`src/inc/drive_status_regs.svh`:
```
// register offsets, field positions, reset values and timing counts
`ifndef DRIVE_STATUS_REGS_SVH
`define DRIVE_STATUS_REGS_SVH
`define OFS_SELECT 8'h00
`define OFS_LEVEL 8'h04
`define OFS_BANDWIDTH 8'h08
`define OFS_MAXFREQ 8'h0C
`define OFS_OLWARN 8'h10
`define OFS_STATUS 8'h14
`define SEL_TERM_LSB 0
`define SEL_RELAY_LSB 8
`define SEL_MASK_LSB 16
`define OLW_TIME_LSB 8
`define STAT_OUT_LSB 24
`define RST_TERM_SEL 5'h0C
`define RST_RELAY_SEL 5'h11
`define RST_FAULT_MASK 3'h2
`define RST_LEVEL 13'h012C
`define RST_BANDWIDTH 13'h0064
`define RST_MAXFREQ 13'h0258
`define FREQ_LIMIT 13'h0FA0
`define RST_OLW_LEVEL 8'h96
`define RST_OLW_TIME 5'h0A
`define RST_COND 17'h00010
`define OLW_LEVEL_MIN 8'h1E
`define OLW_LEVEL_MAX 8'h96
`define OLW_TIME_MAX 5'h1E
`define FAULT_CODE 5'h11
`define PCLK_HZ 40000000
`define OLW_TICK_MS 100
`define OLW_TICKS_PER_S 4'hA
`endif

```
`src/inc/drive_status_pkg.sv`:
```
// shared types of the status output selector
package drive_status_pkg;
  typedef logic [12:0] freq_t;
  typedef logic [4:0] sel_t;
  typedef logic [2:0] mask_t;
  typedef logic [16:0] cond_t;
endpackage : drive_status_pkg

```
`src/inc/cond_if.sv`:
```
// condition vector and trip summary from evaluator to output selectors
`timescale 1ns/1ps
interface cond_if;
  drive_status_pkg::cond_t cond;
  logic trip_uv;
  logic trip_other;
  logic restart_cfg;
  modport src (output cond, output trip_uv, output trip_other, output restart_cfg);
  modport sel (input cond, input trip_uv, input trip_other, input restart_cfg);
endinterface : cond_if

```
`src/hw/status_out_sel.sv`:
```
// one output selector: chosen condition or masked fault, registered
`timescale 1ns/1ps
`include "drive_status_regs.svh"
module status_out_sel (
  input wire logic pclk,
  input wire logic presetn,
  cond_if.sel cif,
  input wire drive_status_pkg::sel_t code,
  input wire drive_status_pkg::mask_t mask,
  output logic out_r
);
  import drive_status_pkg::*;
  logic out_nxt;
  // fault code follows the mask, otherwise the chosen condition
  always_comb begin
    if (code == `FAULT_CODE) begin // [RULE_02]
      out_nxt = (mask[0] & cif.trip_uv) | (mask[1] & cif.trip_other) // [RULE_21]
        | (mask[2] & cif.restart_cfg & (cif.trip_uv | cif.trip_other));
    end else if (code < `FAULT_CODE) begin
      out_nxt = cif.cond[code]; // [RULE_01]
    end else begin
      out_nxt = 1'b0; // out-of-list codes are refused on write anyway
    end
  end
  // registered so the pin never glitches on a select change
  always_ff @(posedge pclk or negedge presetn) begin
    if (!presetn) begin
      out_r <= 1'b0;
    end else begin
      out_r <= out_nxt; // [RULE_22]
    end
  end
endmodule : status_out_sel

```
`src/hw/drive_status_output_select.sv`:
```
// status output selector with frequency detection and apb registers
//
// Behaviour
// [RULE_01] two selectors, terminal and relay, codes 0-17
// [RULE_02] fault code drives output from fault mask
// [RULE_03] code 0: command/output frequency within half band
// [RULE_04] bandwidth 0-400 Hz, rejected above max
// [RULE_05] code 1: command equals level and match
// [RULE_06] level 0-400 Hz, rejected above max
// [RULE_07] code 2: running frequency near level
// [RULE_08] code 3: level reached, hysteresis half band
// [RULE_09] code 4: inverse of code 3
// [RULE_10] codes 5-7: overload warning, drive overload, stall
// [RULE_11] code 8: overvoltage trip
// [RULE_12] code 9: undervoltage trip
// [RULE_13] code 10: heatsink overheat
// [RULE_14] code 11: frequency command lost
// [RULE_15] code 12: run command and output active
// [RULE_16] code 13 stopped, code 14 constant speed
// [RULE_17] code 15: speed search in progress
// [RULE_18] code 16: waiting for run command
// [RULE_19] relay fault, mask 2: all but undervoltage
// [RULE_20] overload warning level 30-150 %, 0-30 s
// [RULE_21] mask bits: undervoltage, other trips, restart
// [RULE_22] outputs registered every cycle, glitch free
//
// Chosen here: the register addresses and the APB interface to the registers.
`timescale 1ns/1ps
`include "drive_status_regs.svh"
module drive_status_output_select #(
  parameter int TICK_CYCLES = `OLW_TICK_MS * (`PCLK_HZ / 1000)
) (
  input wire logic pclk,
  input wire logic presetn,
  input wire logic psel,
  input wire logic penable,
  input wire logic pwrite,
  input wire logic [7:0] paddr,
  input wire logic [31:0] pwdata,
  output logic [31:0] prdata,
  output logic pready,
  output logic pslverr,
  input wire drive_status_pkg::freq_t cmd_freq,
  input wire drive_status_pkg::freq_t run_freq,
  input wire logic [7:0] motor_current_pct,
  input wire logic drive_overload_cond,
  input wire logic stall_active,
  input wire logic ov_trip,
  input wire logic uv_trip,
  input wire logic other_trip,
  input wire logic heatsink_overheat_flag,
  input wire logic cmd_lost,
  input wire logic run_cmd,
  input wire logic output_active,
  input wire logic stopped,
  input wire logic constant_speed,
  input wire logic speed_search,
  input wire logic wait_run_cmd,
  input wire logic auto_restart_cfg,
  output logic status_terminal_out,
  output logic status_relay_out
);
  import drive_status_pkg::*;

  sel_t terminal_condition_select;
  sel_t relay_condition_select;
  mask_t fault_report_mask;
  freq_t freq_detect_level;
  freq_t freq_detect_bandwidth;
  freq_t max_frequency;
  logic [7:0] overload_warn_level;
  logic [4:0] overload_warn_time;
  cond_t cond_r;
  cond_t cond_nxt;
  logic hyst_r;
  logic motor_overload_warning;
  logic [31:0] tick_cnt_r;
  logic tick;
  logic [8:0] warn_cnt_r;
  logic [31:0] rdata_nxt;
  logic wr_en;
  logic bad_wr;
  logic addr_ok;
  logic [12:0] wfreq;
  freq_t half_bw;
  freq_t cmd_run_diff;
  freq_t lvl_run_diff;
  freq_t hyst_low;
  logic freq_match_cond;
  logic [1:0] outs;
  cond_if cif ();

  // zero-wait slave: every access finishes in its first access cycle
  assign pready = 1'b1;
  assign wr_en = psel & penable & pwrite;
  assign wfreq = pwdata[12:0];
  assign addr_ok = (paddr == `OFS_SELECT) || (paddr == `OFS_LEVEL)
    || (paddr == `OFS_BANDWIDTH) || (paddr == `OFS_MAXFREQ)
    || (paddr == `OFS_OLWARN) || (paddr == `OFS_STATUS);

  // out-of-range writes are refused whole and flagged by pslverr
  always_comb begin
    bad_wr = 1'b0;
    unique case (paddr)
      `OFS_SELECT: bad_wr = (pwdata[`SEL_TERM_LSB +: 5] > `FAULT_CODE)
        || (pwdata[`SEL_RELAY_LSB +: 5] > `FAULT_CODE);
      `OFS_LEVEL: bad_wr = (wfreq > max_frequency) || (pwdata[31:13] != 19'h0); // [RULE_06]
      `OFS_BANDWIDTH: bad_wr = (wfreq > max_frequency) || (pwdata[31:13] != 19'h0); // [RULE_04]
      `OFS_MAXFREQ: bad_wr = (wfreq > `FREQ_LIMIT) || (pwdata[31:13] != 19'h0);
      `OFS_OLWARN: bad_wr = (pwdata[7:0] < `OLW_LEVEL_MIN) // [RULE_20]
        || (pwdata[7:0] > `OLW_LEVEL_MAX)
        || (pwdata[`OLW_TIME_LSB +: 5] > `OLW_TIME_MAX);
      `OFS_STATUS: bad_wr = 1'b1;
      default: bad_wr = 1'b1;
    endcase
  end
  assign pslverr = psel & penable & (~addr_ok | (pwrite & bad_wr));

  // selectors and fault mask
  always_ff @(posedge pclk or negedge presetn) begin
    if (!presetn) begin
      terminal_condition_select <= `RST_TERM_SEL;
      relay_condition_select <= `RST_RELAY_SEL;
      fault_report_mask <= `RST_FAULT_MASK;
    end else if (wr_en && !bad_wr && paddr == `OFS_SELECT) begin
      terminal_condition_select <= pwdata[`SEL_TERM_LSB +: 5]; // [RULE_01]
      relay_condition_select <= pwdata[`SEL_RELAY_LSB +: 5];
      fault_report_mask <= pwdata[`SEL_MASK_LSB +: 3];
    end
  end

  // detection level, bandwidth and max frequency in 0.1 Hz units
  always_ff @(posedge pclk or negedge presetn) begin
    if (!presetn) begin
      freq_detect_level <= `RST_LEVEL;
      freq_detect_bandwidth <= `RST_BANDWIDTH;
      max_frequency <= `RST_MAXFREQ;
    end else if (wr_en && !bad_wr) begin
      if (paddr == `OFS_LEVEL) begin
        freq_detect_level <= wfreq; // [RULE_06]
      end
      if (paddr == `OFS_BANDWIDTH) begin
        freq_detect_bandwidth <= wfreq; // [RULE_04]
      end
      if (paddr == `OFS_MAXFREQ) begin
        max_frequency <= wfreq;
      end
    end
  end

  // overload warning settings
  always_ff @(posedge pclk or negedge presetn) begin
    if (!presetn) begin
      overload_warn_level <= `RST_OLW_LEVEL;
      overload_warn_time <= `RST_OLW_TIME;
    end else if (wr_en && !bad_wr && paddr == `OFS_OLWARN) begin
      overload_warn_level <= pwdata[7:0]; // [RULE_20]
      overload_warn_time <= pwdata[`OLW_TIME_LSB +: 5];
    end
  end

  // read data captured in the setup cycle so prdata comes from a flop
  always_comb begin
    rdata_nxt = 32'h0;
    unique case (paddr)
      `OFS_SELECT: rdata_nxt = {13'h0, fault_report_mask, 3'h0,
        relay_condition_select, 3'h0, terminal_condition_select};
      `OFS_LEVEL: rdata_nxt = {19'h0, freq_detect_level};
      `OFS_BANDWIDTH: rdata_nxt = {19'h0, freq_detect_bandwidth};
      `OFS_MAXFREQ: rdata_nxt = {19'h0, max_frequency};
      `OFS_OLWARN: rdata_nxt = {19'h0, overload_warn_time, overload_warn_level};
      `OFS_STATUS: rdata_nxt = {6'h0, outs, 7'h0, cond_r};
      default: rdata_nxt = 32'h0;
    endcase
  end
  always_ff @(posedge pclk or negedge presetn) begin
    if (!presetn) begin
      prdata <= 32'h0;
    end else if (psel && !penable) begin
      prdata <= rdata_nxt;
    end
  end

  // 100 ms tick: warning time is counted in tenths of a second
  always_ff @(posedge pclk or negedge presetn) begin
    if (!presetn) begin
      tick_cnt_r <= 32'h0;
    end else if (tick) begin
      tick_cnt_r <= 32'h0;
    end else begin
      tick_cnt_r <= tick_cnt_r + 32'h1;
    end
  end
  assign tick = (tick_cnt_r == 32'(TICK_CYCLES - 1));

  // warning once current stays above level for the set time
  always_ff @(posedge pclk or negedge presetn) begin
    if (!presetn) begin
      warn_cnt_r <= 9'h0;
    end else if (motor_current_pct <= overload_warn_level) begin
      warn_cnt_r <= 9'h0; // [RULE_20]
    end else if (tick && !motor_overload_warning) begin
      warn_cnt_r <= warn_cnt_r + 9'h1;
    end
  end
  assign motor_overload_warning = (motor_current_pct > overload_warn_level)
    && (warn_cnt_r >= 9'(overload_warn_time * `OLW_TICKS_PER_S));

  // frequency comparisons
  assign half_bw = freq_detect_bandwidth >> 1;
  assign cmd_run_diff = (cmd_freq > run_freq) ? cmd_freq - run_freq : run_freq - cmd_freq;
  assign lvl_run_diff = (freq_detect_level > run_freq) ? freq_detect_level - run_freq
    : run_freq - freq_detect_level;
  assign hyst_low = (freq_detect_level > half_bw) ? freq_detect_level - half_bw : 13'h0;
  assign freq_match_cond = (cmd_run_diff <= half_bw); // [RULE_03]

  // level-reached flag: set at the level, held until it drops to the bottom of the band
  always_ff @(posedge pclk or negedge presetn) begin
    if (!presetn) begin
      hyst_r <= 1'b0;
    end else if (run_freq >= freq_detect_level) begin
      hyst_r <= 1'b1; // [RULE_08]
    end else if (run_freq <= hyst_low || freq_detect_level == 13'h0) begin
      hyst_r <= 1'b0;
    end
  end

  // condition vector, one bit per selector code
  always_comb begin
    cond_nxt = '0;
    cond_nxt[0] = freq_match_cond; // [RULE_03]
    cond_nxt[1] = (cmd_freq == freq_detect_level) & freq_match_cond; // [RULE_05]
    cond_nxt[2] = (lvl_run_diff <= half_bw); // [RULE_07]
    cond_nxt[3] = hyst_r; // [RULE_08]
    cond_nxt[4] = ~hyst_r; // [RULE_09]
    cond_nxt[5] = motor_overload_warning; // [RULE_10]
    cond_nxt[6] = drive_overload_cond;
    cond_nxt[7] = stall_active;
    cond_nxt[8] = ov_trip; // [RULE_11]
    cond_nxt[9] = uv_trip; // [RULE_12]
    cond_nxt[10] = heatsink_overheat_flag; // [RULE_13]
    cond_nxt[11] = cmd_lost; // [RULE_14]
    cond_nxt[12] = run_cmd & output_active; // [RULE_15]
    cond_nxt[13] = stopped; // [RULE_16]
    cond_nxt[14] = constant_speed;
    cond_nxt[15] = speed_search; // [RULE_17]
    cond_nxt[16] = wait_run_cmd; // [RULE_18]
  end
  always_ff @(posedge pclk or negedge presetn) begin
    if (!presetn) begin
      cond_r <= `RST_COND; // level flag starts clear, so its inverse starts set
    end else begin
      cond_r <= cond_nxt; // [RULE_22]
    end
  end

  // trip summary for the fault code; other trips include overvoltage
  assign cif.cond = cond_r;
  assign cif.trip_uv = uv_trip;
  assign cif.trip_other = other_trip | ov_trip | heatsink_overheat_flag; // [RULE_19]
  assign cif.restart_cfg = auto_restart_cfg;

  // one selector per output: 0 terminal, 1 relay
  for (genvar g = 0; g < 2; g++) begin : g_out
    status_out_sel u_sel (
      .pclk(pclk),
      .presetn(presetn),
      .cif(cif),
      .code(g == 0 ? terminal_condition_select : relay_condition_select),
      .mask(fault_report_mask),
      .out_r(outs[g])
    );
  end
  assign status_terminal_out = outs[0];
  assign status_relay_out = outs[1];
endmodule : drive_status_output_select

```
`config.mk`:
```
export PLATFORM = sky130hd
export DESIGN_NAME = drive_status_output_select
export DESIGN_NICKNAME = d
export VERILOG_FILES = /design/src/inc/drive_status_pkg.sv /design/src/inc/cond_if.sv /design/src/hw/status_out_sel.sv /design/src/hw/drive_status_output_select.sv
export VERILOG_INCLUDE_DIRS = /design/src /design/src/inc
export SDC_FILE = /design/constraint.sdc
export NUM_CORES = 1
export LEC_CHECK = 0
export BUFFER_PORTS_ARGS = -buffer_cell sky130_fd_sc_hd__buf_4
export CAP_MARGIN = 5
export CELL_PAD_IN_SITES_DETAIL_PLACEMENT = 0
export CELL_PAD_IN_SITES_GLOBAL_PLACEMENT = 2
export CORE_UTILIZATION = 41
export DETAILED_ROUTE_END_ITERATION = 8
export HOLD_SLACK_MARGIN = 0.1
export PLACE_DENSITY_LB_ADDON = 0.1
export SYNTH_ARGS = -nofsm -noshare
export SYNTH_HDL_FRONTEND = slang
export SYNTH_SLANG_ARGS = --single-unit
export TNS_END_PERCENT = 30
```
`constraint.sdc`:
```
create_clock -name pclk -period 9.9 [get_ports pclk]
set_input_delay 0 -clock pclk [delete_from_list [all_inputs] [get_ports pclk]]
set_output_delay 0 -clock pclk [all_outputs]
set_load 0.02 [all_outputs]
```
# [Yosys cells after proc, flatten, opt, wreduce, memory -nomap -nowiden]
# Cells that the tools add are included.
[totals] reg_bits=158 in_bits=93 out_inout_bits=36 elab_cells=118
[op_classes] n_addsub=7 multipliers=1 n_lt_le_gt_ge=21 eq_ne=9 mux=18 bitwise_logic=18 n_reduce_logical=29
[op_table] op="26-bit one-hot mux with 6 select lines" n=1
[op_table] op="13-bit subtractor" n=4
[op_table] op="13-bit greater-than comparator" n=3
[op_table] op="13-bit two-way mux" n=3
[op_table] op="32-bit by 1-bit adder with 32-bit output (second input constant)" n=1
[op_table] op="32-bit by 22-bit equality test with 1-bit output (second input constant)" n=1
[op_table] op="32-bit two-way mux" n=1
[op_table] op="13-bit by 12-bit less-or-equal comparator with 1-bit output" n=2
[op_table] op="19-bit nonzero test" n=1
[op_table] op="9-bit two-way mux" n=2
[op_table] op="8-bit by 4-bit equality test with 1-bit output (second input constant)" n=2
[op_table] op="8-bit by 5-bit equality test with 1-bit output (second input constant)" n=2
[op_table] op="5-bit greater-than comparator (second input constant)" n=3
[op_table] op="13-bit equality test" n=1
[op_table] op="13-bit greater-or-equal comparator" n=1
[op_table] op="13-bit by 12-bit greater-than comparator with 1-bit output" n=1
[op_table] op="13-bit by 12-bit greater-than comparator with 1-bit output (second input constant)" n=1
[op_table] op="13-bit less-or-equal comparator" n=1
[op_table] op="13-bit logical NOT" n=1
[op_table] op="13-bit by 12-bit subtractor with 13-bit output" n=1
[op_table] op="5-bit by 6-bit < comparator with 1-bit output (second input constant)" n=2
[op_table] op="1-bit logical OR" n=11
[op_table] op="1-bit AND" n=10
[op_table] op="1-bit binary-select mux with 5-bit select" n=2
[op_table] op="other kinds (20)" n=45

# [Logic depth before layout (Yosys ltp)]
[depth] depth_word=9 mapped_depth=21 mapped_depth_nobuf=19

# [Cells and area by module]
# From an unflattened synthesis, not the netlist that was laid out.
[hier_totals] cells_unflattened=1246 hier_area_um2=11748.8
[modules_own_cells] mod="drive_status_output_select" n_inst=1 cells_each=1202 area_each_um2=11325.9 seq_area_each_um2=3657.3
[modules_own_cells] mod="status_out_sel" n_inst=2 cells_each=22 area_each_um2=211.5 seq_area_each_um2=25.0

# [Least setup slack after synthesis]
# Ideal clock, no wire load.
[synth_timing] path_type="reg2reg" startpoint="reg freq_detect_bandwidth[2]" endpoint="reg hyst_r" setup_time_ns=0.142 t_arrival_ns=3.912 t_required_ns=9.758 path_slack_ns=5.847 stages_incl_launch_ff=21 path_buffers=1 synth_period_minus_slack_ns=4.053 cell_sequence="dfstp_2 > inv_1 > ha_1 > nor2b_1 > o21a_1 > o21ai_0 > a2111oi_0 > nor3_1 > a211o_1 > nor2_1 > clkbuf_1 > nand2_1 > ha_1 > nor2b_1 > o21a_1 > o21a_1 > o21a_1 > o21ai_0 > a21oi_1 > a2111oi_0 > o31ai_1"
[synth_via] elab_chain_cells=5 word_cells_on_any_way=6 cone_classes="add/sub (1); order compare (2); mux (1); reduce/logical (2)"
[synth_lines] element="from (decl)" line="drive_status_output_select.sv:69" source="freq_t freq_detect_bandwidth;"
[synth_lines] element="from (signal assigned)" line="drive_status_output_select.sv:136" source="freq_detect_bandwidth <= `RST_BANDWIDTH;"
[synth_lines] element="from (signal assigned)" line="drive_status_output_select.sv:143" source="freq_detect_bandwidth <= wfreq;"
[synth_lines] element="13-bit by 12-bit subtractor with 13-bit output / 13-bit by 12-bit greater-than comparator with 1-bit output (equally long branches)" line="drive_status_output_select.sv:214" source="assign hyst_low = (freq_detect_level > half_bw) ? freq_detect_level - half_bw : 13'h0;"
[synth_lines] element="13-bit two-way mux *" line="drive_status_output_select.sv:214"
[synth_lines] element="13-bit less-or-equal comparator *" line="drive_status_output_select.sv:223" source="end else if (run_freq <= hyst_low || freq_detect_level == 13'h0) begin"
[synth_lines] element="1-bit logical OR *" line="drive_status_output_select.sv:223"
[synth_lines] element="2-bit nonzero test (no line) *"
[synth_lines] element="to (signal assigned)" line="drive_status_output_select.sv:220" source="hyst_r <= 1'b0;"
[synth_lines] element="to (signal assigned)" line="drive_status_output_select.sv:222" source="hyst_r <= 1'b1;"
[synth_lines] element="to (signal assigned)" line="drive_status_output_select.sv:224" source="hyst_r <= 1'b0;"
[synth_lines] element="to (decl)" line="drive_status_output_select.sv:75" source="logic hyst_r;"
# Every way passes the cells marked *; elsewhere a longest branch is shown, timed or not.
# A chain may end at the register's enable or synchronous reset.

# [Worst setup path in the final report]
# Ends and elaborated chain as after synthesis.

==> results.txt <==
----------------------------------------------------
[Logic synthesis]
  Largest family of logic cells by synthesized area ... compound AO/OA/AOI/OAI gates
  Avg Synthesized Cell Area ... 9.328 um2
  Post-synthesis compound-gate area fraction ... 15.94%
  Post-synthesis cell type count ... 71
  Adder-Cell Fraction of Synth Area ... 15.54%
  Flip-flop and latch count after synthesis ... 147
  Largest cells by area after synthesis ... dfrtp_1 (26%), ha_1 (15%), dfstp_2 (5.1%)
  XOR/XNOR Fraction of Synth Area ... 6.012%
  Share of synthesized cell area in and, or, nand and nor gates ... 15.09%
  Number of cells produced by synthesis ... 1265
  Multiplexer area fraction after synthesis ... 10.38%
  Leading area contributor after synthesis ... dfrtp_1
  Number of flops mapped to enable cells by yosys ... 0
  Warnings from Yosys ... 0
  Top-area cell type share of the netlist area ... 26.30%
  Prevailing post-synth register cell ... dfrtp_1
  Sequential share of the synthesized area ... 31.42%
  Cell area after technology mapping ... 11800 um2
  Async set-reset flop share out of synthesis ... 100.0%

[Clock network]
  Clock latency reported for the late side of the worst-skew pair ... 0.43 ns
  TritonCTS clock tree ... built
  Number of buffers added for setup after CTS ... 0
  Clock input transition at the sequential cells of the worst setup and hold paths ... 0.08 ns
  Total of hold buffers inserted after clock tree synthesis ... 32
  Root buf cell ... clkbuf_16
  Total clock buffers created by CTS ... 17
  Number of sinks driven by the clock tree ... 147
  Depth of the CTS H-tree ... 4
  Count of instances resized after the clock tree is built ... 0
  Deepest clock path buffer count ... 2

[Floorplan]
  Die footprint ... 29460 um2
  Starting density of the core ... 42.13%
  Core area ... 28010 um2
  Die width ... 171.7 um
  Y dimension of the die ... 171.7 um
  Top-level I/O count ... 129
  Cell row count ... 61

[STA]
  Maximum clock frequency ... 0.2077 GHz
  Time the worst path needs with I/O delays and setup ... 4.815 ns
  Worst slew pin tran ... 1.008 ns
  Period utilization ... 48.64%
  Unrepaired setup endpoints after global routing ... false
  Worst slew margin relative to its limit ... 32.40%
  Clk_skew ... 0.02320 ns
  Count of final hold-check violations ... 0
  Setup violations, final ... 0
  Final slew viol count ... 0
  Setup TNS after final layout ... 0 ns

[Global routing]
  GRT Overall Usage ... 25.96%
  Total global routing overflow ... 0
  Maximum number of pins on one net before global-route repair ... 85
  Number of antenna violations at the first check in global routing ... 0
  Vias in the first global route ... 9660
  First-pass GRT wire length ... 57.26 mm

[Drt]
  Number of vias per cell ... 5.559
  Number of DRC markers in iteration 0 ... 737
  Count of unresolved DRC violations after routing ... 0
  Routed length per instance ... 20.79 um
  Via count ... 9939
  Routed wire length ... 37.18 mm
  DR pass1 iterations ... 5
  Post-route antenna net violation count ... 0

[Critical path]
  CP Data Arrival Time ... 5.10 ns
  Flop2flop setup slack ... 5.08 ns
  Startpoint kind of the worst setup timing path ... flop
  Setup CP Type ... reg -> reg
  Required time at the endpoint of the critical path ... 10.18 ns
  CP max FO ... 11
  Category of the worst setup path capture point ... flop

[Cells and area]
  Nets ... 1633
  Sequential cell area ... 3707 um2
  Final Non-Filler Cells ... 1788
  Inserted Diodes ... 0
  Filler cell count ... 2738
  P&R area growth vs syn ... 17.54%
  Most common cell after layout, fill and taps aside ... ha_1
  Most used cells in the layout excluding fill and tap cells ... ha_1 (137), buf_4 (126), dfrtp_1 (124)
  Multi-input gate area ... 7480 um2
  Layout cells sized above 1 ... 18.72%

[Pwr]
  Internal Pwr Total ... 1.092 mW
  PD cells ... 114.3 nW/um2
  Part of the power in registers ... 39.5%
  Power share of the combinational group ... 20.6%
  Peak supply drop ... 136.1 uV
  Clock power frac ... 39.9%
  Net switching share of the total power ... 31.13%
  Standby leakage power ... 6.517 nW
  Sw Pwr ... 493.4 uW

[Place]
  Detailed placer's ending HPWL ... 29.33 mm
  Placer's final routability congestion estimate ... 0.9076
  Number of port buffers ... 116
  Number of cells after detailed placement ... 1724

[Flow run]
  Number of maximum-capacitance violations ... 0

[Status]
  Outcome ... finished clean

[Hold path]
  Type of the most critical hold path ... in -> reg

----------------------------------------------------
[power by group through the flow]
stage / registers (mW) / logic, mW / clock network [mW]
after floorplan: 0.635 / 0.194 / 0
after global placement: 0.636 / 0.317 / 0
after detailed placement: 0.636 / 0.316 / 0
after CTS: 0.625 / 0.327 / 0.643
after global routing: 0.626 / 0.362 / 0.674
final: 0.625 / 0.327 / 0.633
[path summary, 6_finish.rpt]
check	to	from	cells after the start
worst max-delay path	hyst_r$_DFFE_PN0P_	freq_detect_bandwidth[2]$_DFFE_PN1P_	19
worst min-delay path	prdata[18]$_DFFE_PN0P_	psel	5
worst max register to register	hyst_r$_DFFE_PN0P_	freq_detect_bandwidth[2]$_DFFE_PN1P_	19
worst min register to register	tick_cnt_r[6]$_DFF_PN0_	tick_cnt_r[6]$_DFF_PN0_	1
max in group asynchronous	freq_detect_bandwidth[0]$_DFFE_PN0P_	presetn	3
min in group asynchronous	warn_cnt_r[3]$_DFFE_PN0P_	presetn	2
[metrics by stage]
stage                     total power [mW]  instance area, um2  hold WS (ns)  utilization, %  setup slack (ns)
after detailed placement            0.9520               12990        0.1105           46.36             5.057
final                                1.585               13870        0.1544           49.52             5.085
after CTS                            1.596               13870        0.1476           49.52             5.039
after global routing                 1.662               13870        0.2056           49.52             4.660
after global placement              0.9539               12990        0.1059           46.36             5.213
after floorplan                     0.8293               11840       -0.2956               -             5.847
[flip-flops by register name (all words and copies together), names as in the netlist, 2 cells and up]
register	count
overload_warn_level	8
overload_warn_time	5
max_frequency	13
cif.cond	17
relay_condition_select	5
freq_detect_level	13
warn_cnt_r	9
freq_detect_bandwidth	13
terminal_condition_select	5
fault_report_mask	3
tick_cnt_r	32
g_out.u_sel.out_r	2
prdata	21
[Yosys cell counts, types with 30 or more instances]
cell type  instances
a21o_1            34
a21oi_1           71
dfrtp_1          124
ha_1             137
inv_1             98
mux2_2            41
nand2_1          107
nand3_1           30
nand4_1           37
nor2_1            68
o21ai_0           77
xnor2_1           47
xor2_1            34
[area by class of cell]
type / instances / area share (%)
clock buffer: 18 / 3.094
clock inverter: 14 / 0.9743
inverter: 98 / 2.652
multi-input combinational: 974 / 53.93
sequential: 147 / 26.73
tap: 378 / 3.410
timing repair buffer: 159 / 9.211
[cell families after synthesis]
kind of cell / Yosys count
AO/OA/AOI/OAI: 293
XOR/XNOR: 81
adder cells (fa/ha/maj): 143
buffers and inverters: 154
flip-flops: 147
multiplexers: 90
other: 2
AND/OR/NAND/NOR: 355
[critical path: stages, from the launching register on]
cell and delay (ns):
dfstp_2 0.54, inv_1 0.12, ha_1 0.34, nor2b_1 0.13, o21a_1 0.13, o21ai_0 0.15
a2111oi_0 0.56, nor3_1 0.12, a211o_1 0.28, nor2_1 0.50, nand2_1 0.12, ha_1 0.30
nor2b_1 0.13, o21a_1 0.16, o21a_1 0.16, o21a_1 0.15, o21ai_0 0.17, a21oi_1 0.09
a2111oi_0 0.40, o31ai_1 0.13
[routing by layer]
layer,wire [um],track usage [%],up-vias
met3,1472,2.738,44
met5,0,0,-
met1,17130,35.87,4851
met2,17900,42.79,246
met4,675,7.182,0
li1,-,-,4798
Note: power is estimated with default switching activity, not from simulation.
